`src/design/tmtwo_pkg.sv`:
```
// Constants for the third timer/counter block: register map, field positions, timing.
// Assumes a 10 MHz APB clock; one oscillator period equals one pclk period.
package tmtwo_pkg;
	// Register byte addresses (one aligned word each)
	localparam logic [7:0] ADDR_CONTROL = 8'h00;
	localparam logic [7:0] ADDR_COUNT_LOW = 8'h04;
	localparam logic [7:0] ADDR_COUNT_HIGH = 8'h08;
	localparam logic [7:0] ADDR_RELOAD_LOW = 8'h0C;
	localparam logic [7:0] ADDR_RELOAD_HIGH = 8'h10;
	localparam logic [7:0] ADDR_SERIAL_TICK = 8'h14;
	// Control register field positions
	localparam int BIT_OVF = 7;
	localparam int BIT_EXF = 6;
	localparam int BIT_RCLK = 5;
	localparam int BIT_TX_SEL = 4;
	localparam int BIT_EXEN = 3;
	localparam int BIT_RUN = 2;
	localparam int BIT_CT = 1;
	localparam int BIT_CPRL = 0;
	// Reset values
	localparam logic [7:0] CONTROL_RESET = 8'h00;
	localparam logic [15:0] COUNT_RESET = 16'h0000;
	localparam logic [15:0] RELOAD_RESET = 16'h0000;
	// Internal timer tick: twelve oscillator periods
	localparam int OSC_PER_TICK = 12;
	localparam logic [3:0] TICK_LAST = 4'(OSC_PER_TICK - 1);
	localparam logic [31:0] UNMAPPED_READ = 32'h0000_0000;
	typedef enum logic [3:0] {
		TMTWO_OFF = 4'h1,
		TMTWO_RELOAD = 4'h2,
		TMTWO_CAPTURE = 4'h4,
		TMTWO_BAUD = 4'h8
	} tmtwo_mode_t;
endpackage : tmtwo_pkg

```
`src/design/tmtwo_fall_detect.sv`:
```
// Synchroniser and falling-edge detector for one pin input.
// Assumes the pin is asynchronous to pclk; adds two cycles of latency.
`timescale 1ns/10ps
module tmtwo_fall_detect (
	input wire logic pclk,
	input wire logic presetn,
	input wire logic pin,
	output logic fall
);
	logic sync_first;
	logic sync_second;
	logic sync_last;
	// Idle high so reset never fakes an edge
	always_ff @(posedge pclk or negedge presetn) begin
		if (!presetn) begin
			sync_first <= 1'b1;
			sync_second <= 1'b1;
			sync_last <= 1'b1;
		end else begin
			sync_first <= pin;
			sync_second <= sync_first;
			sync_last <= sync_second;
		end
	end
	assign fall = sync_last & ~sync_second;
endmodule : tmtwo_fall_detect

```
`src/design/tmtwo_prescale.sv`:
```
// Divides pclk by twelve into a one-cycle tick for timer mode.
// Assumes pclk stands in for the oscillator.
`timescale 1ns/10ps
module tmtwo_prescale (
	input wire logic pclk,
	input wire logic presetn,
	output logic tick
);
	logic [3:0] div;
	always_ff @(posedge pclk or negedge presetn) begin
		if (!presetn) begin
			div <= 4'h0;
		end else if (div == tmtwo_pkg::TICK_LAST) begin
			div <= 4'h0;
		end else begin
			div <= div + 4'h1;
		end
	end
	assign tick = (div == tmtwo_pkg::TICK_LAST);
endmodule : tmtwo_prescale

```
`src/design/tmtwo_timer.sv`:
```
// Third 16-bit timer/counter with capture, auto-reload and baud generator modes.
// Assumes APB master on pclk; count and trigger pins are asynchronous.
`timescale 1ns/10ps
module tmtwo_timer (
	input wire logic pclk,
	input wire logic presetn,
	input wire logic psel,
	input wire logic penable,
	input wire logic pwrite,
	input wire logic [7:0] paddr,
	input wire logic [31:0] pwdata,
	output logic [31:0] prdata,
	output logic pready,
	output logic pslverr,
	input wire logic count_input_pin,
	input wire logic external_trigger_pin,
	input wire logic other_timer_overflow,
	output logic serial_rx_clock,
	output logic serial_tx_clock,
	output logic timer_interrupt
);
	logic [7:0] timer_two_control;
	logic [15:0] count;
	logic [15:0] reload;
	logic [15:0] next_count;
	logic ovf_pulse;
	logic tick;
	logic count_fall;
	logic trig_fall;
	logic step;
	logic trig_event;
	logic baud_sel;
	logic wr_en;
	logic set_ovf;
	logic set_exf;
	tmtwo_pkg::tmtwo_mode_t mode;

	tmtwo_prescale u_prescale (
		.pclk(pclk),
		.presetn(presetn),
		.tick(tick)
	);
	tmtwo_fall_detect u_count_edge (
		.pclk(pclk),
		.presetn(presetn),
		.pin(count_input_pin),
		.fall(count_fall)
	);
	tmtwo_fall_detect u_trig_edge (
		.pclk(pclk),
		.presetn(presetn),
		.pin(external_trigger_pin),
		.fall(trig_fall)
	);

	assign wr_en = psel & penable & pwrite;
	assign pready = 1'b1;
	assign baud_sel = timer_two_control[tmtwo_pkg::BIT_RCLK] |
		timer_two_control[tmtwo_pkg::BIT_TX_SEL];

	always_comb begin
		if (!timer_two_control[tmtwo_pkg::BIT_RUN]) begin
			mode = tmtwo_pkg::TMTWO_OFF;
		end else if (baud_sel) begin
			mode = tmtwo_pkg::TMTWO_BAUD;
		end else if (timer_two_control[tmtwo_pkg::BIT_CPRL]) begin
			mode = tmtwo_pkg::TMTWO_CAPTURE;
		end else begin
			mode = tmtwo_pkg::TMTWO_RELOAD;
		end
	end

	assign step = (mode != tmtwo_pkg::TMTWO_OFF) &&
		(timer_two_control[tmtwo_pkg::BIT_CT] ? count_fall : tick);
	assign ovf_pulse = step && (count == 16'hFFFF);
	assign trig_event = trig_fall && timer_two_control[tmtwo_pkg::BIT_EXEN] && !baud_sel &&
		(mode != tmtwo_pkg::TMTWO_OFF);
	// no overflow flag in baud mode
	assign set_ovf = ovf_pulse && !baud_sel;
	assign set_exf = trig_event;

	// Next count value
	always_comb begin
		next_count = count;
		if (step) begin
			next_count = count + 16'h0001;
		end
		if (ovf_pulse && mode != tmtwo_pkg::TMTWO_CAPTURE) begin
			next_count = reload;
		end
		if (trig_event && mode == tmtwo_pkg::TMTWO_RELOAD) begin
			next_count = reload;
		end
	end

	// software access to count bytes; hardware step loses to a write
	always_ff @(posedge pclk or negedge presetn) begin
		if (!presetn) begin
			count <= tmtwo_pkg::COUNT_RESET;
		end else if (wr_en && paddr == tmtwo_pkg::ADDR_COUNT_LOW) begin
			count <= {count[15:8], pwdata[7:0]};
		end else if (wr_en && paddr == tmtwo_pkg::ADDR_COUNT_HIGH) begin
			count <= {pwdata[7:0], count[7:0]};
		end else begin
			count <= next_count;
		end
	end

	always_ff @(posedge pclk or negedge presetn) begin
		if (!presetn) begin
			reload <= tmtwo_pkg::RELOAD_RESET;
		end else if (trig_event && mode == tmtwo_pkg::TMTWO_CAPTURE) begin
			reload <= count;
		end else if (wr_en && paddr == tmtwo_pkg::ADDR_RELOAD_LOW) begin
			reload <= {reload[15:8], pwdata[7:0]};
		end else if (wr_en && paddr == tmtwo_pkg::ADDR_RELOAD_HIGH) begin
			reload <= {pwdata[7:0], reload[7:0]};
		end
	end

	// control layout; flags set wins over software clear
	always_ff @(posedge pclk or negedge presetn) begin
		if (!presetn) begin
			timer_two_control <= tmtwo_pkg::CONTROL_RESET;
		end else begin
			if (wr_en && paddr == tmtwo_pkg::ADDR_CONTROL) begin
				timer_two_control <= pwdata[7:0];
			end
			if (set_ovf) begin
				timer_two_control[tmtwo_pkg::BIT_OVF] <= 1'b1;
			end
			if (set_exf) begin
				timer_two_control[tmtwo_pkg::BIT_EXF] <= 1'b1;
			end
		end
	end

	assign timer_interrupt = timer_two_control[tmtwo_pkg::BIT_OVF] |
		timer_two_control[tmtwo_pkg::BIT_EXF];

	always_ff @(posedge pclk or negedge presetn) begin
		if (!presetn) begin
			serial_rx_clock <= 1'b0;
			serial_tx_clock <= 1'b0;
		end else begin
			serial_rx_clock <= timer_two_control[tmtwo_pkg::BIT_RCLK] ? ovf_pulse :
				other_timer_overflow;
			serial_tx_clock <= timer_two_control[tmtwo_pkg::BIT_TX_SEL] ? ovf_pulse :
				other_timer_overflow;
		end
	end

	// Read data registered in the setup cycle; unmapped reads zero, no error
	always_ff @(posedge pclk or negedge presetn) begin
		if (!presetn) begin
			prdata <= 32'h0000_0000;
		end else if (psel && !penable && !pwrite) begin
			if (paddr == tmtwo_pkg::ADDR_CONTROL) begin
				prdata <= {24'h000000, timer_two_control};
			end else if (paddr == tmtwo_pkg::ADDR_COUNT_LOW) begin
				prdata <= {24'h000000, count[7:0]};
			end else if (paddr == tmtwo_pkg::ADDR_COUNT_HIGH) begin
				prdata <= {24'h000000, count[15:8]};
			end else if (paddr == tmtwo_pkg::ADDR_RELOAD_LOW) begin
				prdata <= {24'h000000, reload[7:0]};
			end else if (paddr == tmtwo_pkg::ADDR_RELOAD_HIGH) begin
				prdata <= {24'h000000, reload[15:8]};
			end else if (paddr == tmtwo_pkg::ADDR_SERIAL_TICK) begin
				prdata <= {28'h0000000, mode};
			end else begin
				prdata <= tmtwo_pkg::UNMAPPED_READ;
			end
		end
	end
	assign pslverr = 1'b0;

	// no overflow flag set in baud mode
	ovf_baud_a: assert property (@(posedge pclk) disable iff (!presetn)
		(baud_sel && !(wr_en && paddr == tmtwo_pkg::ADDR_CONTROL) &&
		!timer_two_control[tmtwo_pkg::BIT_OVF]) |=> !timer_two_control[tmtwo_pkg::BIT_OVF])
		else $error("overflow flag set in baud mode");
	ovf_set_a: assert property (@(posedge pclk) disable iff (!presetn)
		(mode == tmtwo_pkg::TMTWO_CAPTURE && ovf_pulse) |=> timer_two_control[tmtwo_pkg::BIT_OVF])
		else $error("overflow flag missed");
	reload_load_a: assert property (@(posedge pclk) disable iff (!presetn)
		(mode == tmtwo_pkg::TMTWO_RELOAD && ovf_pulse && !wr_en) |=> count == $past(reload))
		else $error("reload not applied");
	capture_copy_a: assert property (@(posedge pclk) disable iff (!presetn)
		(mode == tmtwo_pkg::TMTWO_CAPTURE && trig_event) |=>
		(reload == $past(count) && timer_two_control[tmtwo_pkg::BIT_EXF]))
		else $error("capture failed");
	trig_ignore_a: assert property (@(posedge pclk) disable iff (!presetn)
		(trig_fall && (!timer_two_control[tmtwo_pkg::BIT_EXEN] || baud_sel) && !wr_en &&
		!timer_two_control[tmtwo_pkg::BIT_EXF]) |=> !timer_two_control[tmtwo_pkg::BIT_EXF])
		else $error("trigger not blocked");
	run_hold_a: assert property (@(posedge pclk) disable iff (!presetn)
		(!timer_two_control[tmtwo_pkg::BIT_RUN] && !wr_en) |=> $stable(count))
		else $error("count moved while stopped");
	// no second timer step within eight clocks of a timer step
	timer_rate_a: assert property (@(posedge pclk) disable iff (!presetn)
		(step && !timer_two_control[tmtwo_pkg::BIT_CT]) |=>
		(!(step && !timer_two_control[tmtwo_pkg::BIT_CT])) [*8])
		else $error("timer step too frequent");
	baud_reload_a: assert property (@(posedge pclk) disable iff (!presetn)
		(mode == tmtwo_pkg::TMTWO_BAUD && ovf_pulse && !wr_en) |=> count == $past(reload))
		else $error("baud reload missing");
	tx_route_a: assert property (@(posedge pclk) disable iff (!presetn)
		(timer_two_control[tmtwo_pkg::BIT_TX_SEL] && ovf_pulse) |=> serial_tx_clock)
		else $error("transmit clock not routed");
	tx_other_a: assert property (@(posedge pclk) disable iff (!presetn)
		(!timer_two_control[tmtwo_pkg::BIT_TX_SEL] && other_timer_overflow) |=> serial_tx_clock)
		else $error("other timer not routed to transmit clock");
	rx_route_a: assert property (@(posedge pclk) disable iff (!presetn)
		(timer_two_control[tmtwo_pkg::BIT_RCLK] && ovf_pulse) |=> serial_rx_clock)
		else $error("receive clock not routed");
	rx_other_a: assert property (@(posedge pclk) disable iff (!presetn)
		(!timer_two_control[tmtwo_pkg::BIT_RCLK] && other_timer_overflow) |=> serial_rx_clock)
		else $error("other timer not routed to receive clock");
	tick_period_a: assert property (@(posedge pclk) disable iff (!presetn)
		tick |-> ##12 tick)
		else $error("prescaler tick period wrong");
	trig_reload_a: assert property (@(posedge pclk) disable iff (!presetn)
		(mode == tmtwo_pkg::TMTWO_RELOAD && trig_event && !wr_en) |=>
		(count == $past(reload) && timer_two_control[tmtwo_pkg::BIT_EXF]))
		else $error("trigger reload failed");
	reload_flag_a: assert property (@(posedge pclk) disable iff (!presetn)
		(mode == tmtwo_pkg::TMTWO_RELOAD && ovf_pulse) |=> timer_two_control[tmtwo_pkg::BIT_OVF])
		else $error("overflow flag missed in reload mode");
	ovf_hold_a: assert property (@(posedge pclk) disable iff (!presetn)
		(timer_two_control[tmtwo_pkg::BIT_OVF] && !(wr_en && paddr == tmtwo_pkg::ADDR_CONTROL))
		|=> timer_two_control[tmtwo_pkg::BIT_OVF])
		else $error("overflow flag dropped");
	exf_hold_a: assert property (@(posedge pclk) disable iff (!presetn)
		(timer_two_control[tmtwo_pkg::BIT_EXF] && !(wr_en && paddr == tmtwo_pkg::ADDR_CONTROL))
		|=> timer_two_control[tmtwo_pkg::BIT_EXF])
		else $error("external flag dropped");
	capture_wrap_a: assert property (@(posedge pclk) disable iff (!presetn)
		(mode == tmtwo_pkg::TMTWO_CAPTURE && ovf_pulse && !wr_en) |=> count == 16'h0000)
		else $error("capture mode did not wrap to zero");
	count_step_a: assert property (@(posedge pclk) disable iff (!presetn)
		(step && !ovf_pulse && !trig_event && !wr_en) |=> count == $past(count) + 16'h0001)
		else $error("count step wrong");
	count_write_a: assert property (@(posedge pclk) disable iff (!presetn)
		(wr_en && paddr == tmtwo_pkg::ADDR_COUNT_LOW) |=> count[7:0] == $past(pwdata[7:0]))
		else $error("count low byte write lost");
	reload_write_a: assert property (@(posedge pclk) disable iff (!presetn)
		(wr_en && paddr == tmtwo_pkg::ADDR_RELOAD_HIGH && !trig_event) |=>
		reload[15:8] == $past(pwdata[7:0]))
		else $error("reload high byte write lost");
	ctl_write_a: assert property (@(posedge pclk) disable iff (!presetn)
		(wr_en && paddr == tmtwo_pkg::ADDR_CONTROL) |=>
		timer_two_control[tmtwo_pkg::BIT_RCLK:0] == $past(pwdata[tmtwo_pkg::BIT_RCLK:0]))
		else $error("control write lost");
endmodule : tmtwo_timer

```
`config.mk`:
```
export PLATFORM = sky130hd
export DESIGN_NAME = tmtwo_timer
export DESIGN_NICKNAME = d
export VERILOG_FILES = /design/src/design/tmtwo_pkg.sv /design/src/design/tmtwo_fall_detect.sv /design/src/design/tmtwo_prescale.sv /design/src/design/tmtwo_timer.sv
export SDC_FILE = /design/constraint.sdc
export NUM_CORES = 1
export LEC_CHECK = 0
export BUFFER_PORTS_ARGS = -buffer_cell sky130_fd_sc_hd__buf_2
export CORE_ASPECT_RATIO = 0.9
export CORE_MARGIN = 2
export CORE_UTILIZATION = 61
export CTS_BUF_LIST = sky130_fd_sc_hd__clkbuf_8
export DETAILED_ROUTE_END_ITERATION = 10
export PLACE_DENSITY_LB_ADDON = 0.2
export REMOVE_ABC_BUFFERS = 1
export SYNTH_ARGS = -nofsm -noshare
export SYNTH_HDL_FRONTEND = slang
export SYNTH_SLANG_ARGS = --single-unit
```
`constraint.sdc`:
```
create_clock -name pclk -period 5.6 [get_ports pclk]
set_clock_uncertainty 0.2 [all_clocks]
set_input_delay 1.4 -clock pclk [delete_from_list [all_inputs] [get_ports pclk]]
set_output_delay 1.4 -clock pclk [all_outputs]
set_load 0.03 [all_outputs]
```
==> results of run 1 <==
==> layout make-up <==
type                       count  area (sq um)
clock buffer                  10           138
clock inverter                 6          78.8
fill                         504          1770
inverter                       7          26.3
multi-input combinational    304          1960
sequential                    60          1510
tap                           70          87.6
timing repair buffer          36           185
==> how the worst max path moves through the flow <==
stage             start               endpoint  cells after the start
2_1_floorplan  paddr[3]  count[10]$_DFFE_PN0P_                      4
4_1_cts        paddr[4]  count[10]$_DFFE_PN0P_                      5
5_1_grt        paddr[4]  count[10]$_DFFE_PN0P_                      5
6_report       paddr[4]  count[10]$_DFFE_PN0P_                      5
3_3_place_gp   paddr[4]  count[10]$_DFFE_PN0P_                      5
3_5_place_dp   paddr[4]  count[10]$_DFFE_PN0P_                      5
==> flip-flops by register name, summed over array words and instances (netlist names) <==
register / cells
u_prescale.div: 4
u_trig_edge.sync_second: 1
serial_tx_clock: 1
count: 16
u_count_edge.sync_second: 1
timer_two_control: 8
prdata: 8
u_trig_edge.sync_first: 1
u_count_edge.sync_first: 1
u_count_edge.sync_last: 1
serial_rx_clock: 1
u_trig_edge.sync_last: 1
reload: 16
==> metal layers <==
metal / wire (um) / part of all wire / up-vias
li1: - / - / 1413
met1: 3860 / 0.43 / 1495
met2: 4200 / 0.47 / 172
met3: 806 / 0.089 / 15
met4: 158 / 0.018 / 0
met5: 0 / 0 / -
==> power by group through the flow <==
stage	Combinational (uW)	Clock, uW	Sequential, uW
2_1_floorplan	48.7	0	467
3_3_place_gp	87.8	0	464
3_5_place_dp	89.9	0	464
4_1_cts	90.1	433	456
5_1_grt	98.5	447	458
6_report	90.6	425	457
==> layout by cell type, fill, tap and decap left out, drive strengths merged, types with 8 or more instances in the layout <==
cell type / n
a21oi: 20
a22oi: 8
buf: 36
clkbuf: 10
conb: 26
dfrtp: 54
inv: 8
mux2i: 34
nand2: 47
nand3: 21
nor2: 15
nor3: 8
o21ai: 44
xnor2: 8
==> worst register-to-register path, stage by stage (launching register included) <==
cell and delay [ns]:
dfrtp_1 0.50, ha_1 0.37, nand4_1 0.15, or3_1 0.45
a21oi_4 0.67, mux2i_1 0.32, o22ai_2 0.10
==> metrics by stage <==
stage          setup WS [ns]  power [uW]
2_1_floorplan           2.17         516
4_1_cts                 1.91         979
3_5_place_dp            1.56         554
3_3_place_gp            1.58         551
6_report                1.72         972
5_1_grt                 1.70        1000
==> cell families (layout without fill, tap and decap cells) <==
group | count (synthesis) | in the layout
XOR/XNOR | 15 | 15
adder cells (fa/ha/maj) | 2 | 2
other | 2 | 26
AO/OA/AOI/OAI | 101 | 101
flip-flops | 60 | 60
buffers and inverters | 51 | 59
multiplexers | 40 | 40
AND/OR/NAND/NOR | 120 | 120
==> reports/results.tsv, run 1 <==
stage	metric	value	unit
clock_tree	hold buffers post-CTS	0	
placement	Post-Place Cell Area	0.00377	sq mm
grt	largest net degree at the start of global routing	61	
die	die height	77.9	um
timing	Pins Over Slew Limit	0	
critical_path	Setup crit start kind	input port	
grt	grt ovf	0	
grt	vias in the first global route	2868	
critical_path	CP Cell Sequence	buf_2 -> nor4_1 -> nand4_1 -> nand3_2 -> o221a_1	
timing	Final Hold Fails	0	
critical_path	CP Data Arrival Time	3.96	ns
pwr	Sw Ratio	0.252	
detailed_routing	First DRT Iteration DRCs	276	
grt	Total GRT Usage	0.277	
cells_and_area	Core Util, Final	0.692	
timing	RSZ-0062 raised after global routing	no	
min_path	Hold Path Stages	0	
die	Die X	86.1	um
cells_and_area	Layout Nets	468	
synth	area share of fa/ha/maj cells after synthesis	0.00675	
critical_path	CP bufs+invs	1	
synth	synth unique cells	60	
pwr	Seq pwr share	0.470	
critical_path	Max FO, Critical Path	15	
pwr	Sw Pwr	245	uW
critical_path	critical path's top delay family	simple AND/OR/NAND/NOR gates	
grt	grt met3 use	0.0500	
pwr	Pint	727	uW
pwr	clock network power share	0.437	
min_path	hold_sp	u_count_edge.sync_first$_DFF_PN1_	
clock_tree	post-cts sizing count	0	
grt	GRT busiest layer	met2	
synth	synthesized cell area	0.00370	sq mm
synth	top-count cell post-synth	dfrtp_1	
cells_and_area	layout cells sized above 1	0.184	
die	core area	0.00576	sq mm
synth	FFs w/ async S/R, synth	1.00	
critical_path	worst reg-to-reg path cell count	6	
synth	Synth area leaders	dfrtp_1, mux2i_1, buf_4	
synth	post-synthesis area per instance	9.48	sq um
timing	setup violators final	0	
min_path	Hold Path Class	flip-flop to flip-flop	
detailed_routing	First-pass DRT Iterations	5	
synth	yosys warns	0	
synth	post-synthesis simple-gate area fraction	0.171	
clock_tree	CTS tree	built	
timing	crit share post-route	0.693	
min_path	worst hold endpoint	u_count_edge.sync_second$_DFF_PN1_	
detailed_routing	Routed Wire Length	9.02	mm
die	Rows	26	
die	Ports	85	
synth	Seq/Total Area, Yosys	0.407	
grt	first-pass GRT wire length	14.2	mm
synth	post-synthesis compound-gate area fraction	0.180	
clock_tree	Root Buffer	clkbuf_8	
cells_and_area	Antenna diodes	0	
pwr	Worst IR Drop VDD	0.189	mV
critical_path	worst r2r dst	count[3]$_DFFE_PN0P_	
critical_path	Max stage delay on crit path	0.79	ns
timing	f_max	258	MHz
cells_and_area	cell area after layout	0.00399	sq mm
synth	Post-synth top cells	dfrtp_1, nand2_1, mux2i_1, o21ai_1, buf_4	
synth	Syn Inst Count	391	
clock_tree	H-tree levels	3	
critical_path	Setup CP Type	input port to flip-flop	
placement	RD Place Congestion	0.986	
timing	TNS Setup	0	ns
detailed_routing	vias per cell	6.28	
critical_path	Critical-path top delay cell	nor4_1	
timing	worst slew pin tran	1.15	ns
cells_and_area	Synth-to-Final Area Change	7.60	%
critical_path	Worst R2R Start	count[1]$_DFFE_PN0P_	
critical_path	flop2flop setup slack	2.71	ns
die	die area	0.00671	sq mm
timing	min Tclk post-route	3.88	ns
synth	xor/xnor share of the synthesized area	0.0355	
detailed_routing	via count	3095	
die	Starting Density	0.643	
detailed_routing	Antenna Nets Post-Route	0	
clock_tree	Worst-Skew Late Latency	0.34	ns
detailed_routing	DRC	0	
synth	mux cell area share after synthesis	0.110	
critical_path	crit end category	flip-flop	
grt	initial antenna violation count	0	
cells_and_area	fin cells	493	
timing	Relative slew margins	0.237	
pwr	Combinational Power Share	0.093	
run	Max Cap Viol	0	
status	status	completed	
pwr	pwr/cell area	244	mW/mm^2
clock_tree	CTS Sinks	60	
clock_tree	clk slew on worst S/H paths	0.06	ns
synth	Synth Flop Type	dfrtp_1	
synth	number of flops mapped to enable cells by yosys	0	
clock_tree	Clock Path Buffers	2	
critical_path	CP required	5.68	ns
grt	routing usage on met2	0.432	
placement	Post-Place Cells	477	
synth	Synth top area share	0.365	
pwr	leakage	0.00168	uW
placement	DP HPWL	6.45	mm
detailed_routing	drt wl/cell	18.3	um
clock_tree	setup bufs post-CTS	0	
synth	largest family of logic cells by synthesized area	compound AO/OA/AOI/OAI gates	
clock_tree	Num CTS Buffers	9	
synth	leading area contributor after synthesis	dfrtp_1	
placement	Port Buffers	34	
synth	Yosys reg bits	60	
grt	met1 usage	0.388	
timing	worst hold margin	0.156	ns
Note: power is estimated with default switching activity, not from simulation.
==> inputs of run 2 (changes only) <==
Settings changed: CORE_UTILIZATION 61 to 51.
Clock period 5.6 ns to 3.4 ns, I/O delays scaled along.
==> run 2 against run 1 <==
Utilization down 11 points. Largest power group unchanged. Critical endpoint is now count[4]$_DFFE_PN0P_. Clock-buffer cell count grew 1. Register-to-register slack got worse by 2.0 ns. Combinational power rose by 70%. First-iteration DRC count down 2.5%. Total power up 54%. Routed wire length grew 3.1%. Largest cell class unchanged. Sequential power up 64%. Die area up 19%. Non-clock buffer count rose by 10. Critical path depth grew 3.
==> reports/results.tsv, run 2 (same netlist as run 1, synthesis figures left out) <==
stage	metric	value	unit
status	status	completed	
die	die height	84.9	um
pwr	Pint	1070	uW
pwr	leakage	0.00171	uW
clock_tree	Worst-Skew Late Latency	0.35	ns
grt	vias in the first global route	2993	
timing	crit share post-route	0.781	
clock_tree	Root Buffer	clkbuf_8	
clock_tree	clk slew on worst S/H paths	0.07	ns
grt	largest net degree at the start of global routing	34	
min_path	Hold Path Class	flip-flop to flip-flop	
placement	RD Place Congestion	0.917	
critical_path	Max stage delay on crit path	0.51	ns
pwr	Combinational Power Share	0.103	
detailed_routing	via count	3099	
detailed_routing	Antenna Nets Post-Route	0	
cells_and_area	layout cells sized above 1	0.203	
grt	first-pass GRT wire length	15.7	mm
timing	worst hold margin	0.157	ns
pwr	Sw Pwr	421	uW
critical_path	Setup CP Type	flip-flop to flip-flop	
detailed_routing	DR top layer	met4	
die	Die X	93.8	um
pwr	Worst IR Drop VDD	0.244	mV
die	core area	0.00704	sq mm
timing	min Tclk post-route	2.66	ns
pwr	pwr/cell area	367	mW/mm^2
die	Rows	29	
detailed_routing	drt wl/cell	17.7	um
critical_path	Critical-path top delay cell	or3_1	
pwr	clock network power share	0.394	
critical_path	crit end category	flip-flop	
clock_tree	Num CTS Buffers	9	
timing	Relative slew margins	0.560	
cells_and_area	Layout Nets	478	
detailed_routing	routed metal-1 wirelength	4.24	mm
critical_path	Max FO, Critical Path	16	
clock_tree	post-cts sizing count	0	
placement	Port Buffers	34	
critical_path	CP Cell Sequence	ha_1 -> and4bb_1 -> o21ai_1 -> or3_1 -> a21oi_4 -> buf_4 -> mux2i_1 -> o22ai_2	
pwr	Sw Ratio	0.282	
grt	grt ovf	0	
die	Starting Density	0.526	
grt	Total GRT Usage	0.257	
run	Max Cap Viol	0	
clock_tree	H-tree levels	3	
detailed_routing	Routed Wire Length	9.30	mm
placement	Post-Place Cell Area	0.00389	sq mm
clock_tree	Clock Path Buffers	2	
clock_tree	CTS Sinks	60	
die	die area	0.00796	sq mm
detailed_routing	met3 wire length	941	um
critical_path	CP required	3.42	ns
detailed_routing	DRC	0	
clock_tree	setup bufs post-CTS	0	
timing	TNS Setup	0	ns
cells_and_area	Antenna diodes	0	
cells_and_area	most frequent cells in the layout	dfrtp_1, nand2_1, mux2i_1, buf_2, o21ai_1	
cells_and_area	cell area after layout	0.00407	sq mm
detailed_routing	First-pass DRT Iterations	5	
cells_and_area	Core Util, Final	0.578	
cells_and_area	biggest regs	count (16), reload (16)	
timing	f_max	377	MHz
clock_tree	CTS tree	built	
timing	RSZ-0062 raised after global routing	no	
timing	worst slew pin tran	0.657	ns
timing	setup violators final	0	
detailed_routing	vias per cell	5.89	
cells_and_area	fillers	650	
grt	initial antenna violation count	0	
placement	DP HPWL	6.70	mm
critical_path	Setup crit start kind	flip-flop	
timing	Pins Over Slew Limit	0	
pwr	Seq pwr share	0.503	
critical_path	CP Data Arrival Time	2.68	ns
detailed_routing	First DRT Iteration DRCs	269	
cells_and_area	most common cell after layout, fill and taps aside	dfrtp_1	
die	Ports	85	
cells_and_area	Synth-to-Final Area Change	9.76	%
timing	Final Hold Fails	0	
clock_tree	hold buffers post-CTS	0	
detailed_routing	met2 WL	4.00	mm
-- run 2: cell type report --
class,count,area (sq um),share of cell area
multi-input cells,304,1960,0.482
clock inverters,5,28.8,0.00708
flip-flops and latches,60,1510,0.371
clock buffers,11,151,0.0372
repair buffers,46,273,0.0671
well taps,93,116,0.0286
inverters,7,26.3,0.00646
-- run 2: routing by layer --
| metal | vias to the layer above | track usage |
|---|---|---|
| met2 | 155 | 0.373 |
| li1 | 1435 | - |
| met1 | 1493 | 0.374 |
| met3 | 16 | 0.0710 |
| met4 | 0 | 0.0817 |
| met5 | - | 0 |
-- run 2: per-stage QoR --
stage | power [uW] | instances | setup slack, ns
after floorplan | 849 | 371 | 0.517
after global placement | 914 | 510 | 0.461
after detailed placement | 917 | 510 | 0.446
after CTS | 1500 | 526 | 0.745
after global routing | 1550 | 526 | 0.557
final | 1490 | 526 | 0.744
-- run 2: critical path: cells and delay by family (launching register included) --
| kind | cells | cell delay, ns |
|---|---|---|
| multiplexers | 1 | 0.27 |
| AO/OA/AOI/OAI | 3 | 0.38 |
| flip-flops | 1 | 0.38 |
| AND/OR/NAND/NOR | 2 | 0.74 |
| adder cells (fa/ha/maj) | 1 | 0.23 |
| buffers and inverters | 1 | 0.31 |
-- run 2: power by group through the flow --
| stage | clock, uW | combinational (uW) | sequential [uW] |
|---|---|---|---|
| floorplan | 0 | 80.2 | 769 |
| global placement | 0 | 150 | 763 |
| detailed placement | 0 | 153 | 764 |
| CTS | 596 | 153 | 751 |
| global route | 630 | 170 | 754 |
| finish | 588 | 154 | 751 |
-- run 2: worst paths after layout --
kind	startpoint	endpoint	slack, ns	cells past startpoint
setup / recovery	u_prescale.div[0]$_DFF_PN0_	count[4]$_DFFE_PN0P_	0.74	8
hold / removal	u_trig_edge.sync_first$_DFF_PN1_	u_trig_edge.sync_second$_DFF_PN1_	0.16	0
setup reg to reg	u_prescale.div[0]$_DFF_PN0_	count[4]$_DFFE_PN0P_	0.74	8
hold reg to reg	u_trig_edge.sync_first$_DFF_PN1_	u_trig_edge.sync_second$_DFF_PN1_	0.16	0
max in group asynchronous	presetn	count[14]$_DFFE_PN0P_	2.08	2
min in group asynchronous	presetn	u_prescale.div[0]$_DFF_PN0_	0.31	1
